--- src/hdl/acc_pkg.sv ---
// constants and types for the calibration configuration register bank
package acc_pkg;

  // register indices; byte address is four times the index
  localparam logic [7:0] IDX_RUN      = 8'h61;
  localparam logic [7:0] IDX_MODE     = 8'h62;
  localparam logic [7:0] IDX_REF      = 8'h65;
  localparam logic [7:0] IDX_AVG      = 8'h68;
  localparam logic [7:0] IDX_STAT     = 8'h6A;
  localparam logic [7:0] IDX_IRQ_STAT = 8'h70;
  localparam logic [7:0] IDX_IRQ_MASK = 8'h71;

  // reset values
  localparam logic [7:0] RST_RUN  = 8'h01;
  localparam logic [7:0] RST_MODE = 8'h01;
  localparam logic [7:0] RST_REF  = 8'h01;
  localparam logic [7:0] RST_AVG  = 8'h61;

  // field positions
  localparam int BIT_RUN    = 0;
  localparam int BIT_FG     = 0;
  localparam int BIT_BG     = 1;
  localparam int BIT_OS     = 2;
  localparam int BIT_BGOS   = 3;
  localparam int BIT_OFFSET_REFERENCE_SELECT  = 2;
  localparam int LSB_OSAVG  = 4;
  localparam int LSB_LINAVG = 0;
  localparam int AVG_W      = 3;
  localparam int BIT_DONE   = 0;

  // interrupt status bits
  localparam int IRQ_W      = 2;
  localparam int IRQ_DONE   = 0;
  localparam int IRQ_CFGCHG = 1;

  // register byte width and bus data width
  localparam int REG_W = 8;
  localparam int DAT_W = 32;

  typedef enum logic [1:0] {
    ST_HOLD,
    ST_CLEAR,
    ST_FG_RUN,
    ST_DONE
  } acc_state_t;

endpackage

--- src/hdl/acc_regs.sv ---
// calibration configuration register bank with wishbone slave and sequencer
// Functional notes
// - mode bit 3 enables background offset cal, effective only with bit 1; reset off.
// - mode bit 2 enables foreground offset cal, effective only with bit 0; reset off.
// - mode bit 1 enables background calibration; resets disabled.
// - each start clears stored values, then runs foreground cal if bit 0; resets 1.
// - reference bit 2: 0 mid-code target, 1 match spare converter; resets 0.
// - offset averaging depth is bits 6:4, reset 6, larger means more.
// - linearity averaging depth is bits 2:0, reset 1, larger means more.
// - calibration runs while run-enable high, held in reset while low.
// - read-only foreground done flag rises when foreground cal finishes or skips.
//
// Chosen here: the Wishbone register port.
`timescale 1ns/10ps
module acc_regs #(
  parameter int ADDR_W = 10
) (
  // clock, reset, enable
  input  wire logic                         clk_i,
  input  wire logic                         rst_i,
  input  wire logic                         ce_i,
  // wishbone slave
  input  wire logic                         wb_cyc_i,
  input  wire logic                         wb_stb_i,
  input  wire logic                         wb_we_i,
  input  wire logic [ADDR_W-1:0]            wb_adr_i,
  input  wire logic [3:0]                   wb_sel_i,
  input  wire logic [acc_pkg::DAT_W-1:0]    wb_dat_i,
  output logic      [acc_pkg::DAT_W-1:0]    wb_dat_o,
  output logic                              wb_ack_o,
  // calibration engine
  input  wire logic                         fg_cal_done_i,
  output logic                              cal_hold_o,
  output logic                              cal_values_clear_o,
  output logic                              fg_cal_active_o,
  output logic                              foreground_offset_cal_enable_o,
  output logic                              background_cal_enable_o,
  output logic                              background_offset_cal_enable_o,
  output logic                              offset_reference_select_o,
  output logic      [acc_pkg::AVG_W-1:0]    offset_averaging_depth_o,
  output logic      [acc_pkg::AVG_W-1:0]    linearity_averaging_depth_o,
  output logic                              foreground_complete_flag_o,
  // interrupt
  output logic                              irq_o
);

  localparam int IW = ADDR_W - 2;

  function automatic logic acc_hit(input logic [ADDR_W-1:0] adr,
                                   input logic [7:0] idx);
    acc_hit = (adr[ADDR_W-1:2] == IW'(idx));
  endfunction

  // registers
  logic [acc_pkg::REG_W-1:0] run_ff;
  logic [acc_pkg::REG_W-1:0] mode_ff;
  logic [acc_pkg::REG_W-1:0] ref_ff;
  logic [acc_pkg::REG_W-1:0] avg_ff;
  logic [acc_pkg::IRQ_W-1:0] irq_stat_ff;
  logic [acc_pkg::IRQ_W-1:0] irq_mask_ff;
  logic                      ack_ff;
  logic [acc_pkg::DAT_W-1:0] dat_ff;
  logic                      done_sync1_ff;
  logic                      done_sync2_ff;
  logic                      foreground_complete_flag_ff;
  acc_pkg::acc_state_t       state_ff;
  acc_pkg::acc_state_t       nxt_state;
  logic                      fgos_ff;
  logic                      bg_ff;
  logic                      bgos_ff;

  // bus decode
  wire req      = wb_cyc_i & wb_stb_i & ~ack_ff;
  wire wr       = req & wb_we_i & wb_sel_i[0];
  wire hit_run  = acc_hit(wb_adr_i, acc_pkg::IDX_RUN);
  wire hit_mode = acc_hit(wb_adr_i, acc_pkg::IDX_MODE);
  wire hit_ref  = acc_hit(wb_adr_i, acc_pkg::IDX_REF);
  wire hit_avg  = acc_hit(wb_adr_i, acc_pkg::IDX_AVG);
  wire hit_stat = acc_hit(wb_adr_i, acc_pkg::IDX_STAT);
  wire hit_ist  = acc_hit(wb_adr_i, acc_pkg::IDX_IRQ_STAT);
  wire hit_imk  = acc_hit(wb_adr_i, acc_pkg::IDX_IRQ_MASK);
  wire wr_run   = wr & hit_run;
  wire wr_mode  = wr & hit_mode;
  wire wr_ref   = wr & hit_ref;
  wire wr_avg   = wr & hit_avg;
  wire wr_ist   = wr & hit_ist;
  wire wr_imk   = wr & hit_imk;
  wire [acc_pkg::REG_W-1:0] wbyte = wb_dat_i[acc_pkg::REG_W-1:0];

  // status byte and read mux
  wire [acc_pkg::REG_W-1:0] stat_byte =
    {{(acc_pkg::REG_W-1){1'b0}}, foreground_complete_flag_ff};
  wire [acc_pkg::REG_W-1:0] ist_byte  =
    {{(acc_pkg::REG_W-acc_pkg::IRQ_W){1'b0}}, irq_stat_ff};
  wire [acc_pkg::REG_W-1:0] imk_byte  =
    {{(acc_pkg::REG_W-acc_pkg::IRQ_W){1'b0}}, irq_mask_ff};
  wire [acc_pkg::REG_W-1:0] rd_byte =
    hit_run  ? run_ff    :
    hit_mode ? mode_ff   :
    hit_ref  ? ref_ff    :
    hit_avg  ? avg_ff    :
    hit_stat ? stat_byte :
    hit_ist  ? ist_byte  :
    hit_imk  ? imk_byte  : '0;
  wire [acc_pkg::DAT_W-1:0] nxt_dat =
    {{(acc_pkg::DAT_W-acc_pkg::REG_W){1'b0}}, rd_byte};

  // sequencer inputs
  wire run     = run_ff[acc_pkg::BIT_RUN];
  wire fg_sel  = mode_ff[acc_pkg::BIT_FG];
  wire bg_sel  = mode_ff[acc_pkg::BIT_BG];
  wire cfg_wr  = wr_mode | wr_ref | wr_avg;

  // state decodes
  wire st_hold  = (state_ff == acc_pkg::ST_HOLD);
  wire st_clear = (state_ff == acc_pkg::ST_CLEAR);
  wire st_fg    = (state_ff == acc_pkg::ST_FG_RUN);

  // sequencer next state
  always_comb begin
    nxt_state = state_ff;
    unique case (state_ff)
      acc_pkg::ST_HOLD: begin
        if (run) begin
          nxt_state = acc_pkg::ST_CLEAR;
        end
      end
      acc_pkg::ST_CLEAR: begin
        nxt_state = fg_sel ? acc_pkg::ST_FG_RUN : acc_pkg::ST_DONE;
      end
      acc_pkg::ST_FG_RUN: begin
        if (done_sync2_ff) begin
          nxt_state = acc_pkg::ST_DONE;
        end
      end
      acc_pkg::ST_DONE: begin
        nxt_state = acc_pkg::ST_DONE;
      end
    endcase
    if (!run) begin
      nxt_state = acc_pkg::ST_HOLD;
    end
  end

  // interrupt events; flag rises on entry to done
  wire nxt_foreground_complete_flag = (nxt_state == acc_pkg::ST_DONE);
  wire done_event  = nxt_foreground_complete_flag & ~foreground_complete_flag_ff;
  wire cfg_event   = cfg_wr & run;
  wire [acc_pkg::IRQ_W-1:0] irq_set =
    (acc_pkg::IRQ_W'(done_event) << acc_pkg::IRQ_DONE) |
    (acc_pkg::IRQ_W'(cfg_event)  << acc_pkg::IRQ_CFGCHG);
  wire [acc_pkg::IRQ_W-1:0] irq_clr =
    wr_ist ? wbyte[acc_pkg::IRQ_W-1:0] : '0;
  wire [acc_pkg::IRQ_W-1:0] nxt_irq_stat = (irq_stat_ff & ~irq_clr) | irq_set;

  // effective enables
  wire nxt_fgos = mode_ff[acc_pkg::BIT_OS] & fg_sel;
  wire nxt_bg   = bg_sel & run;
  wire nxt_bgos = mode_ff[acc_pkg::BIT_BGOS] & nxt_bg;

  // bus handshake
  always_ff @(posedge clk_i) begin
    if (rst_i) begin
      ack_ff <= 1'b0;
    end else if (ce_i) begin
      ack_ff <= req;
    end
  end

  // read data held until the next request
  always_ff @(posedge clk_i) begin
    if (rst_i) begin
      dat_ff <= '0;
    end else if (ce_i && req) begin
      dat_ff <= nxt_dat;
    end
  end

  // run-enable register
  always_ff @(posedge clk_i) begin
    if (rst_i) begin
      run_ff <= acc_pkg::RST_RUN;
    end else if (ce_i && wr_run) begin
      run_ff <= wbyte;
    end
  end

  // mode register
  always_ff @(posedge clk_i) begin
    if (rst_i) begin
      mode_ff <= acc_pkg::RST_MODE;
    end else if (ce_i && wr_mode) begin
      mode_ff <= wbyte;
    end
  end

  // reference register
  always_ff @(posedge clk_i) begin
    if (rst_i) begin
      ref_ff <= acc_pkg::RST_REF;
    end else if (ce_i && wr_ref) begin
      ref_ff <= wbyte;
    end
  end

  // averaging register
  always_ff @(posedge clk_i) begin
    if (rst_i) begin
      avg_ff <= acc_pkg::RST_AVG;
    end else if (ce_i && wr_avg) begin
      avg_ff <= wbyte;
    end
  end

  // interrupt status, set wins over clear
  always_ff @(posedge clk_i) begin
    if (rst_i) begin
      irq_stat_ff <= '0;
    end else if (ce_i) begin
      irq_stat_ff <= nxt_irq_stat;
    end
  end

  // interrupt mask
  always_ff @(posedge clk_i) begin
    if (rst_i) begin
      irq_mask_ff <= '0;
    end else if (ce_i && wr_imk) begin
      irq_mask_ff <= wbyte[acc_pkg::IRQ_W-1:0];
    end
  end

  // done input synchroniser
  always_ff @(posedge clk_i) begin
    if (rst_i) begin
      done_sync1_ff <= 1'b0;
      done_sync2_ff <= 1'b0;
    end else if (ce_i) begin
      done_sync1_ff <= fg_cal_done_i;
      done_sync2_ff <= done_sync1_ff;
    end
  end

  // sequencer state
  always_ff @(posedge clk_i) begin
    if (rst_i) begin
      state_ff <= acc_pkg::ST_HOLD;
    end else if (ce_i) begin
      state_ff <= nxt_state;
    end
  end

  // foreground done flag
  always_ff @(posedge clk_i) begin
    if (rst_i) begin
      foreground_complete_flag_ff <= 1'b0;
    end else if (ce_i) begin
      foreground_complete_flag_ff <= nxt_foreground_complete_flag;
    end
  end

  // effective foreground offset enable
  always_ff @(posedge clk_i) begin
    if (rst_i) begin
      fgos_ff <= 1'b0;
    end else if (ce_i) begin
      fgos_ff <= nxt_fgos;
    end
  end

  // effective background enable
  always_ff @(posedge clk_i) begin
    if (rst_i) begin
      bg_ff <= 1'b0;
    end else if (ce_i) begin
      bg_ff <= nxt_bg;
    end
  end

  // effective background offset enable
  always_ff @(posedge clk_i) begin
    if (rst_i) begin
      bgos_ff <= 1'b0;
    end else if (ce_i) begin
      bgos_ff <= nxt_bgos;
    end
  end

  // outputs
  assign wb_ack_o                       = ack_ff;
  assign wb_dat_o                       = dat_ff;
  assign cal_hold_o                     = st_hold;
  assign cal_values_clear_o             = st_clear;
  assign fg_cal_active_o                = st_fg;
  assign foreground_offset_cal_enable_o = fgos_ff;
  assign background_cal_enable_o        = bg_ff;
  assign background_offset_cal_enable_o = bgos_ff;
  assign offset_reference_select_o      = ref_ff[acc_pkg::BIT_OFFSET_REFERENCE_SELECT];
  assign offset_averaging_depth_o       =
    avg_ff[acc_pkg::LSB_OSAVG +: acc_pkg::AVG_W];
  assign linearity_averaging_depth_o    =
    avg_ff[acc_pkg::LSB_LINAVG +: acc_pkg::AVG_W];
  assign foreground_complete_flag_o     = foreground_complete_flag_ff;
  assign irq_o                          = |(irq_stat_ff & irq_mask_ff);

endmodule

--- config.mk ---
export PLATFORM = sky130hd
export DESIGN_NAME = acc_regs
export DESIGN_NICKNAME = d
export VERILOG_FILES = /design/src/hdl/acc_pkg.sv /design/src/hdl/acc_regs.sv
export SDC_FILE = /design/constraint.sdc
export NUM_CORES = 1
export LEC_CHECK = 0
export BUFFER_PORTS_ARGS = -buffer_cell sky130_fd_sc_hd__buf_4
export CORE_MARGIN = 2
export CORE_UTILIZATION = 49
export DETAILED_ROUTE_END_ITERATION = 6
export PLACE_DENSITY = 0.84
export REMOVE_ABC_BUFFERS = 1
export SLEW_MARGIN = 15
export SYNTH_ARGS = -nofsm -noshare
export SYNTH_HDL_FRONTEND = slang
export SYNTH_SLANG_ARGS = --single-unit
export TNS_END_PERCENT = 1
--- constraint.sdc ---
create_clock -name clk_i -period 2.49 [get_ports clk_i]
set_clock_uncertainty 0.1 [all_clocks]
set_input_delay 0.1245 -clock clk_i [delete_from_list [all_inputs] [get_ports clk_i]]
set_output_delay 0.1245 -clock clk_i [all_outputs]
set_load 0.01 [all_outputs]
# Word level (Yosys, flattened, before mapping)

Cells that the tools add are included.

Add/subtract/negate cells: 0
Multipliers: 0
Divide/modulo/power cells: 0
Magnitude comparators: 0
Eq/ne operators: 11
Shifts and indexed selects: 0
Mux-type cells: 12
Bitwise operators: 24
Reductions and logical operators: 8

Operator list:

| kind                                                 | number |
|---|---|
| equality test 8 x 7 -> 1 bit (second input constant) | 7 |
| two-way mux 8 bit                                    | 4 |
| AND 1 bit                                            | 15 |
| two-way mux 2 bit                                    | 6 |
| case mux 2 bit (4 select lines)                      | 1 |
| equality test 2 bit (second input constant)          | 3 |
| logical AND 1 bit                                    | 6 |
| AND 2 bit                                            | 2 |
| equality test 2 x 1 -> 1 bit (second input constant) | 1 |
| logical NOT 2 bit                                    | 1 |
| inverter 1 bit                                       | 2 |
| inverter 2 bit                                       | 1 |
| bitwise OR 1 bit                                     | 2 |
| bitwise OR 1 x 2 -> 2 bit                            | 1 |
| bitwise OR 2 bit                                     | 1 |
| OR reduction 2 bit                                   | 1 |
| two-way mux 1 bit                                    | 1 |

Register bits after elaboration: 53
Bits in latches: 0
RAM bits: 0
Bits in read-only memories: 0
Input bits: 53
Output and inout port bits: 48
Word-level logic and storage cells: 70
Memories: 0

# Logic depth before layout (Yosys ltp)

Depth in word-level cells: 10
Gate-level depth with buffers: 8
Gate-level depth less buffers: 5

# Worst setup path after synthesis

No wires, ideal clock.

Kind: register -> register
Start: register ack_ff, in the netlist wb_ack_o
End: register avg_ff[0] in the netlist's numbering
Setup time: 0.120 ns
Data arrival time: 1.670 ns
Data required time: 2.270 ns
Slack: 0.600 ns
Stages on the path, launching flop included: 6
Path buffers: 1
Period minus slack after synthesis: 1.890 ns
Path through: dfxtp_1 > and4b_1 > nand3_1 > or4_4 > buf_6 > a211o_1

Longest elaborated chain between the ends: 6

Ends and longest elaborated chain:

| item                     | line            | RTL |
|---|---|---|
| start: declaration       | acc_regs.sv:61  | `logic ack_ff;` |
| start signal: assignment | acc_regs.sv:166 | `ack_ff <= req;` |
| inverter 1 bit           | acc_regs.sv:73  | `wire req = wb_cyc_i & wb_stb_i & ~ack_ff;` |
| AND 1 bit                | acc_regs.sv:73  |  |
| AND 1 bit (2 in series)  | acc_regs.sv:74  | `wire wr = req & wb_we_i & wb_sel_i[0];` |
| AND 1 bit                | acc_regs.sv:85  | `wire wr_avg = wr & hit_avg;` |
| logical AND 1 bit        | acc_regs.sv:210 | `end else if (ce_i && wr_avg) begin` |
| end signal: assignment   | acc_regs.sv:209 | `avg_ff <= acc_pkg::RST_AVG;` |
| end signal: assignment   | acc_regs.sv:211 | `avg_ff <= wbyte;` |
| end: declaration         | acc_regs.sv:58  | `logic [acc_pkg::REG_W-1:0] avg_ff;` |

Every way passes these cells.
A chain may end at the register's enable or synchronous reset.

# Worst setup path in the final report

Start: register ack_ff, in the netlist wb_ack_o
End: register avg_ff[6] in the netlist's numbering

The elaborated chain is that of the path after synthesis.

==> summary.txt <==
outcome -> finished, final reports clean
Vias/cell -> 5.53
core area -> 5200 um^2
clk slew on worst S/H paths -> 0.10 ns
internal power -> 1.22 mW
post-synthesis async set-or-reset flop share -> 0%
crit-path cells -> and4b_1 -> nand3_1 -> or4_4 -> a211o_1
r2r startpoint -> wb_ack_o$_SDFFE_PP0P_
leakage dissipation -> 1.23 nW
Setup crit end kind -> flop
Initial Util -> 51.5%
layout net count -> 413
pre-CTS WS -> 0.536 ns
FF+latch count, synth -> 53
final WL -> 6380 um
Crit Path Category -> reg2reg
detailed placement HPWL -> 4370 um
Worst Setup EP -> avg_ff[6]$_SDFFE_PP1P_
Clk network pwr share -> 36.7%
fin crit share -> 79.7%
fin worst setup slack -> 0.505 ns
max-cap check violation count -> 0
Worst Max-Slew Pin Slew -> 0.630 ns
I/O Buffers -> 47
WP depth -> 4
WL per Instance -> 14.8 um
Distinct cells, synth -> 45
share of layout cells above drive strength 1 -> 18.3%
CP max stage delay -> 0.66 ns
Critical Path AT -> 2.08 ns
Root Buffer -> clkbuf_8
setup total negative slack -> 0 ns
CTS Buf Count -> 5
Final Max Slew Viols -> 0
Startpoint Class -> flop
clk sink count -> 53
Critical Path Source -> wb_ack_o$_SDFFE_PP0P_
Setup violations, final -> 0
synthesized instance count -> 318
PwrDens -> 517 nW/um^2
r2r setup slk -> 0.51 ns
area delta synth->final -> 16.8%
fmax -> 504 MHz
Rows -> 26
TritonCTS clock tree -> built
Buffers & Inverters on Critical Path -> 0
Ports -> 101
H-tree depth -> 2
vias in the first global route -> 2140
drt drc -> 0
CP delay by family, top -> simple AND/OR/NAND/NOR gates
ANT nets after route -> 0
filler instances -> 465
area of the mapped netlist -> 2680 um^2
Syn. warnings -> 0
Max VDD drop -> 291 uV
Tightest Hold Check Type -> in2reg
initial drt markers -> 214
top-area cell type share of the netlist area -> 39.6%
Switching Power -> 395 uW
first-pass GRT wire length -> 10400 um
synth top area cells -> dfxtp_1 (40%), mux2i_1 (9.3%), buf_4 (8.7%), nor2_1 (5.6%), a21oi_1 (4.5%)
DRT Pass-1 Iters -> 4
switching share of power -> 24.4%
worst path required time -> 2.59 ns
die width -> 78.0 um
clock latency on the worst-skew pair -> 0.31 ns
Die Ht -> 78.0 um
grt ovf -> 0
commonest register cell after synthesis -> dfxtp_1
via count -> 2382
unrepaired setup endpoints after global routing -> no
final hold viol count -> 0
die area -> 6080 um^2
Worst Path Max Fanout -> 11
Clock Path Buffers -> 2
part of the power in registers -> 53.1%
hold wc startpoint -> wb_dat_i[1]
R2R depth -> 4
Worst R2R End -> avg_ff[6]$_SDFFE_PP1P_
Antenna Cells -> 0
pin count of the biggest net entering global routing -> 50
GP Congestion -> 0.893
Comb pwr share -> 10.2%
Post-CTS Resized -> 0
Yosys top cell by area -> dfxtp_1
mean area per synthesized cell -> 8.44 um^2
sequential share of the synthesized area -> 39.6%
critical path's slowest cell -> or4_4
Total GRT Usage -> 21.4%
post-layout min period -> 1.98 ns
number of synthesized flops with an enable pin -> 0
initial antenna violation count -> 0
slew margin rel. -> 57.9%
## synth_stat cells, types with 3 or more instances
cell      instances
a21oi_1          24
buf_4            31
clkbuf_1         13
a22o_1            3
nand4_1           4
mux2i_1          25
inv_1             4
nand3_1           8
nor2b_1          10
o21ai_0          20
a211o_1           6
dfxtp_1          53
nand2_1          19
nor2_1           40
nor3_1            9
nand2b_1          8
a221oi_1          6
## worst reg2reg max path, stage by stage, from the launching register on
cell and delay [ns]:
dfxtp_1 0.34, and4b_1 0.32, nand3_1 0.12, or4_4 0.66, a211o_1 0.34
## power groups by stage
| stage | Clock (mW) | Sequential, mW | Combinational (mW) |
|---|---|---|---|
| after floorplan | 0 | 0.879 | 0.0679 |
| final | 0.594 | 0.860 | 0.165 |
| after CTS | 0.600 | 0.860 | 0.163 |
| after global routing | 0.633 | 0.862 | 0.183 |
| after detailed placement | 0 | 0.880 | 0.152 |
| after global placement | 0 | 0.879 | 0.151 |
## cell type report
cell class	instances	area, um^2	share of cell area, %
clock buffer	5	68.8	2.20
clock inverter	3	43.8	1.40
inverter	4	15.0	0.479
multi-input combinational	236	1390	44.2
sequential	53	1060	33.9
tap	70	87.6	2.80
timing repair buffer	60	470	15.0
## registers in the layout, indices dropped and copies added, names as in the netlist
| signal | cells |
|---|---|
| done_sync2_ff | 1 |
| irq_stat_ff | 2 |
| state_ff | 2 |
| mode_ff | 8 |
| background_offset_cal_enable_o | 1 |
| done_sync1_ff | 1 |
| foreground_complete_flag_o | 1 |
| foreground_offset_cal_enable_o | 1 |
| run_ff | 8 |
| wb_ack_o | 1 |
| irq_mask_ff | 2 |
| ref_ff | 8 |
| background_cal_enable_o | 1 |
| avg_ff | 8 |
| wb_dat_o | 8 |
## worst min-delay path by stage
stage	to	cells past startpoint
6_report	run_ff[1]$_SDFFE_PP0P_	3
5_1_grt	run_ff[1]$_SDFFE_PP0P_	3
4_1_cts	run_ff[1]$_SDFFE_PP0P_	3
3_5_place_dp	done_sync1_ff$_SDFFE_PP0P_	3
3_3_place_gp	done_sync1_ff$_SDFFE_PP0P_	3
2_1_floorplan	background_cal_enable_o$_SDFFE_PP0P_	1
## kinds of logic (layout without fill, tap and decap cells)
kind of cell / count (synthesis) / after routing / share of synthesized area (%)
compound gates: 71 / 71 / 16.6
simple gates: 115 / 115 / 22.0
flops: 53 / 53 / 39.6
mux: 26 / 26 / 9.75
buf+inv: 52 / 72 / 12.0
other cells: 1 / 24 / 0.140
## routing by layer
layer	wire (um)	track usage [%]	share of wire (%)
met5	0	0	0
met2	3010	34.7	47
met3	537	4.30	8.4
met4	78	6.32	1.2
met1	2750	28.9	43
## per-stage QoR
step / cells / util, % / hold WS, ns / power, mW / area [um^2]
floorplan: 293 / - / 0.0936 / 0.947 / 2460
global placement: 415 / 56.5 / 0.265 / 1.03 / 2940
detailed placement: 415 / 56.5 / 0.276 / 1.03 / 2940
CTS: 431 / 60.2 / 0.0206 / 1.62 / 3130
global route: 431 / 60.2 / 0.0222 / 1.68 / 3130
finish: 431 / 60.2 / 0.0231 / 1.62 / 3130
## cell usage in the layout (no fill, tap or decap), types with 3 or more instances in the layout
master / instances
a211o_1: 6
dlygate4sd3_1: 8
nand2b_1: 8
dfxtp_1: 53
conb_1: 24
nand2_1: 19
mux2i_1: 25
nor2_1: 40
nor2b_1: 10
inv_1: 4
buf_4: 52
a22o_1: 3
o21ai_0: 20
nand3_1: 8
clkbuf_8: 5
a21oi_1: 24
nand4_1: 4
nor3_1: 9
a221oi_1: 6
## repair_timing
action	4_1_cts	5_1_grt
setup buffers	0	0
hold endpoints to repair	18	0
hold buffers	8	0
Power figures use the tool's default switching activity.
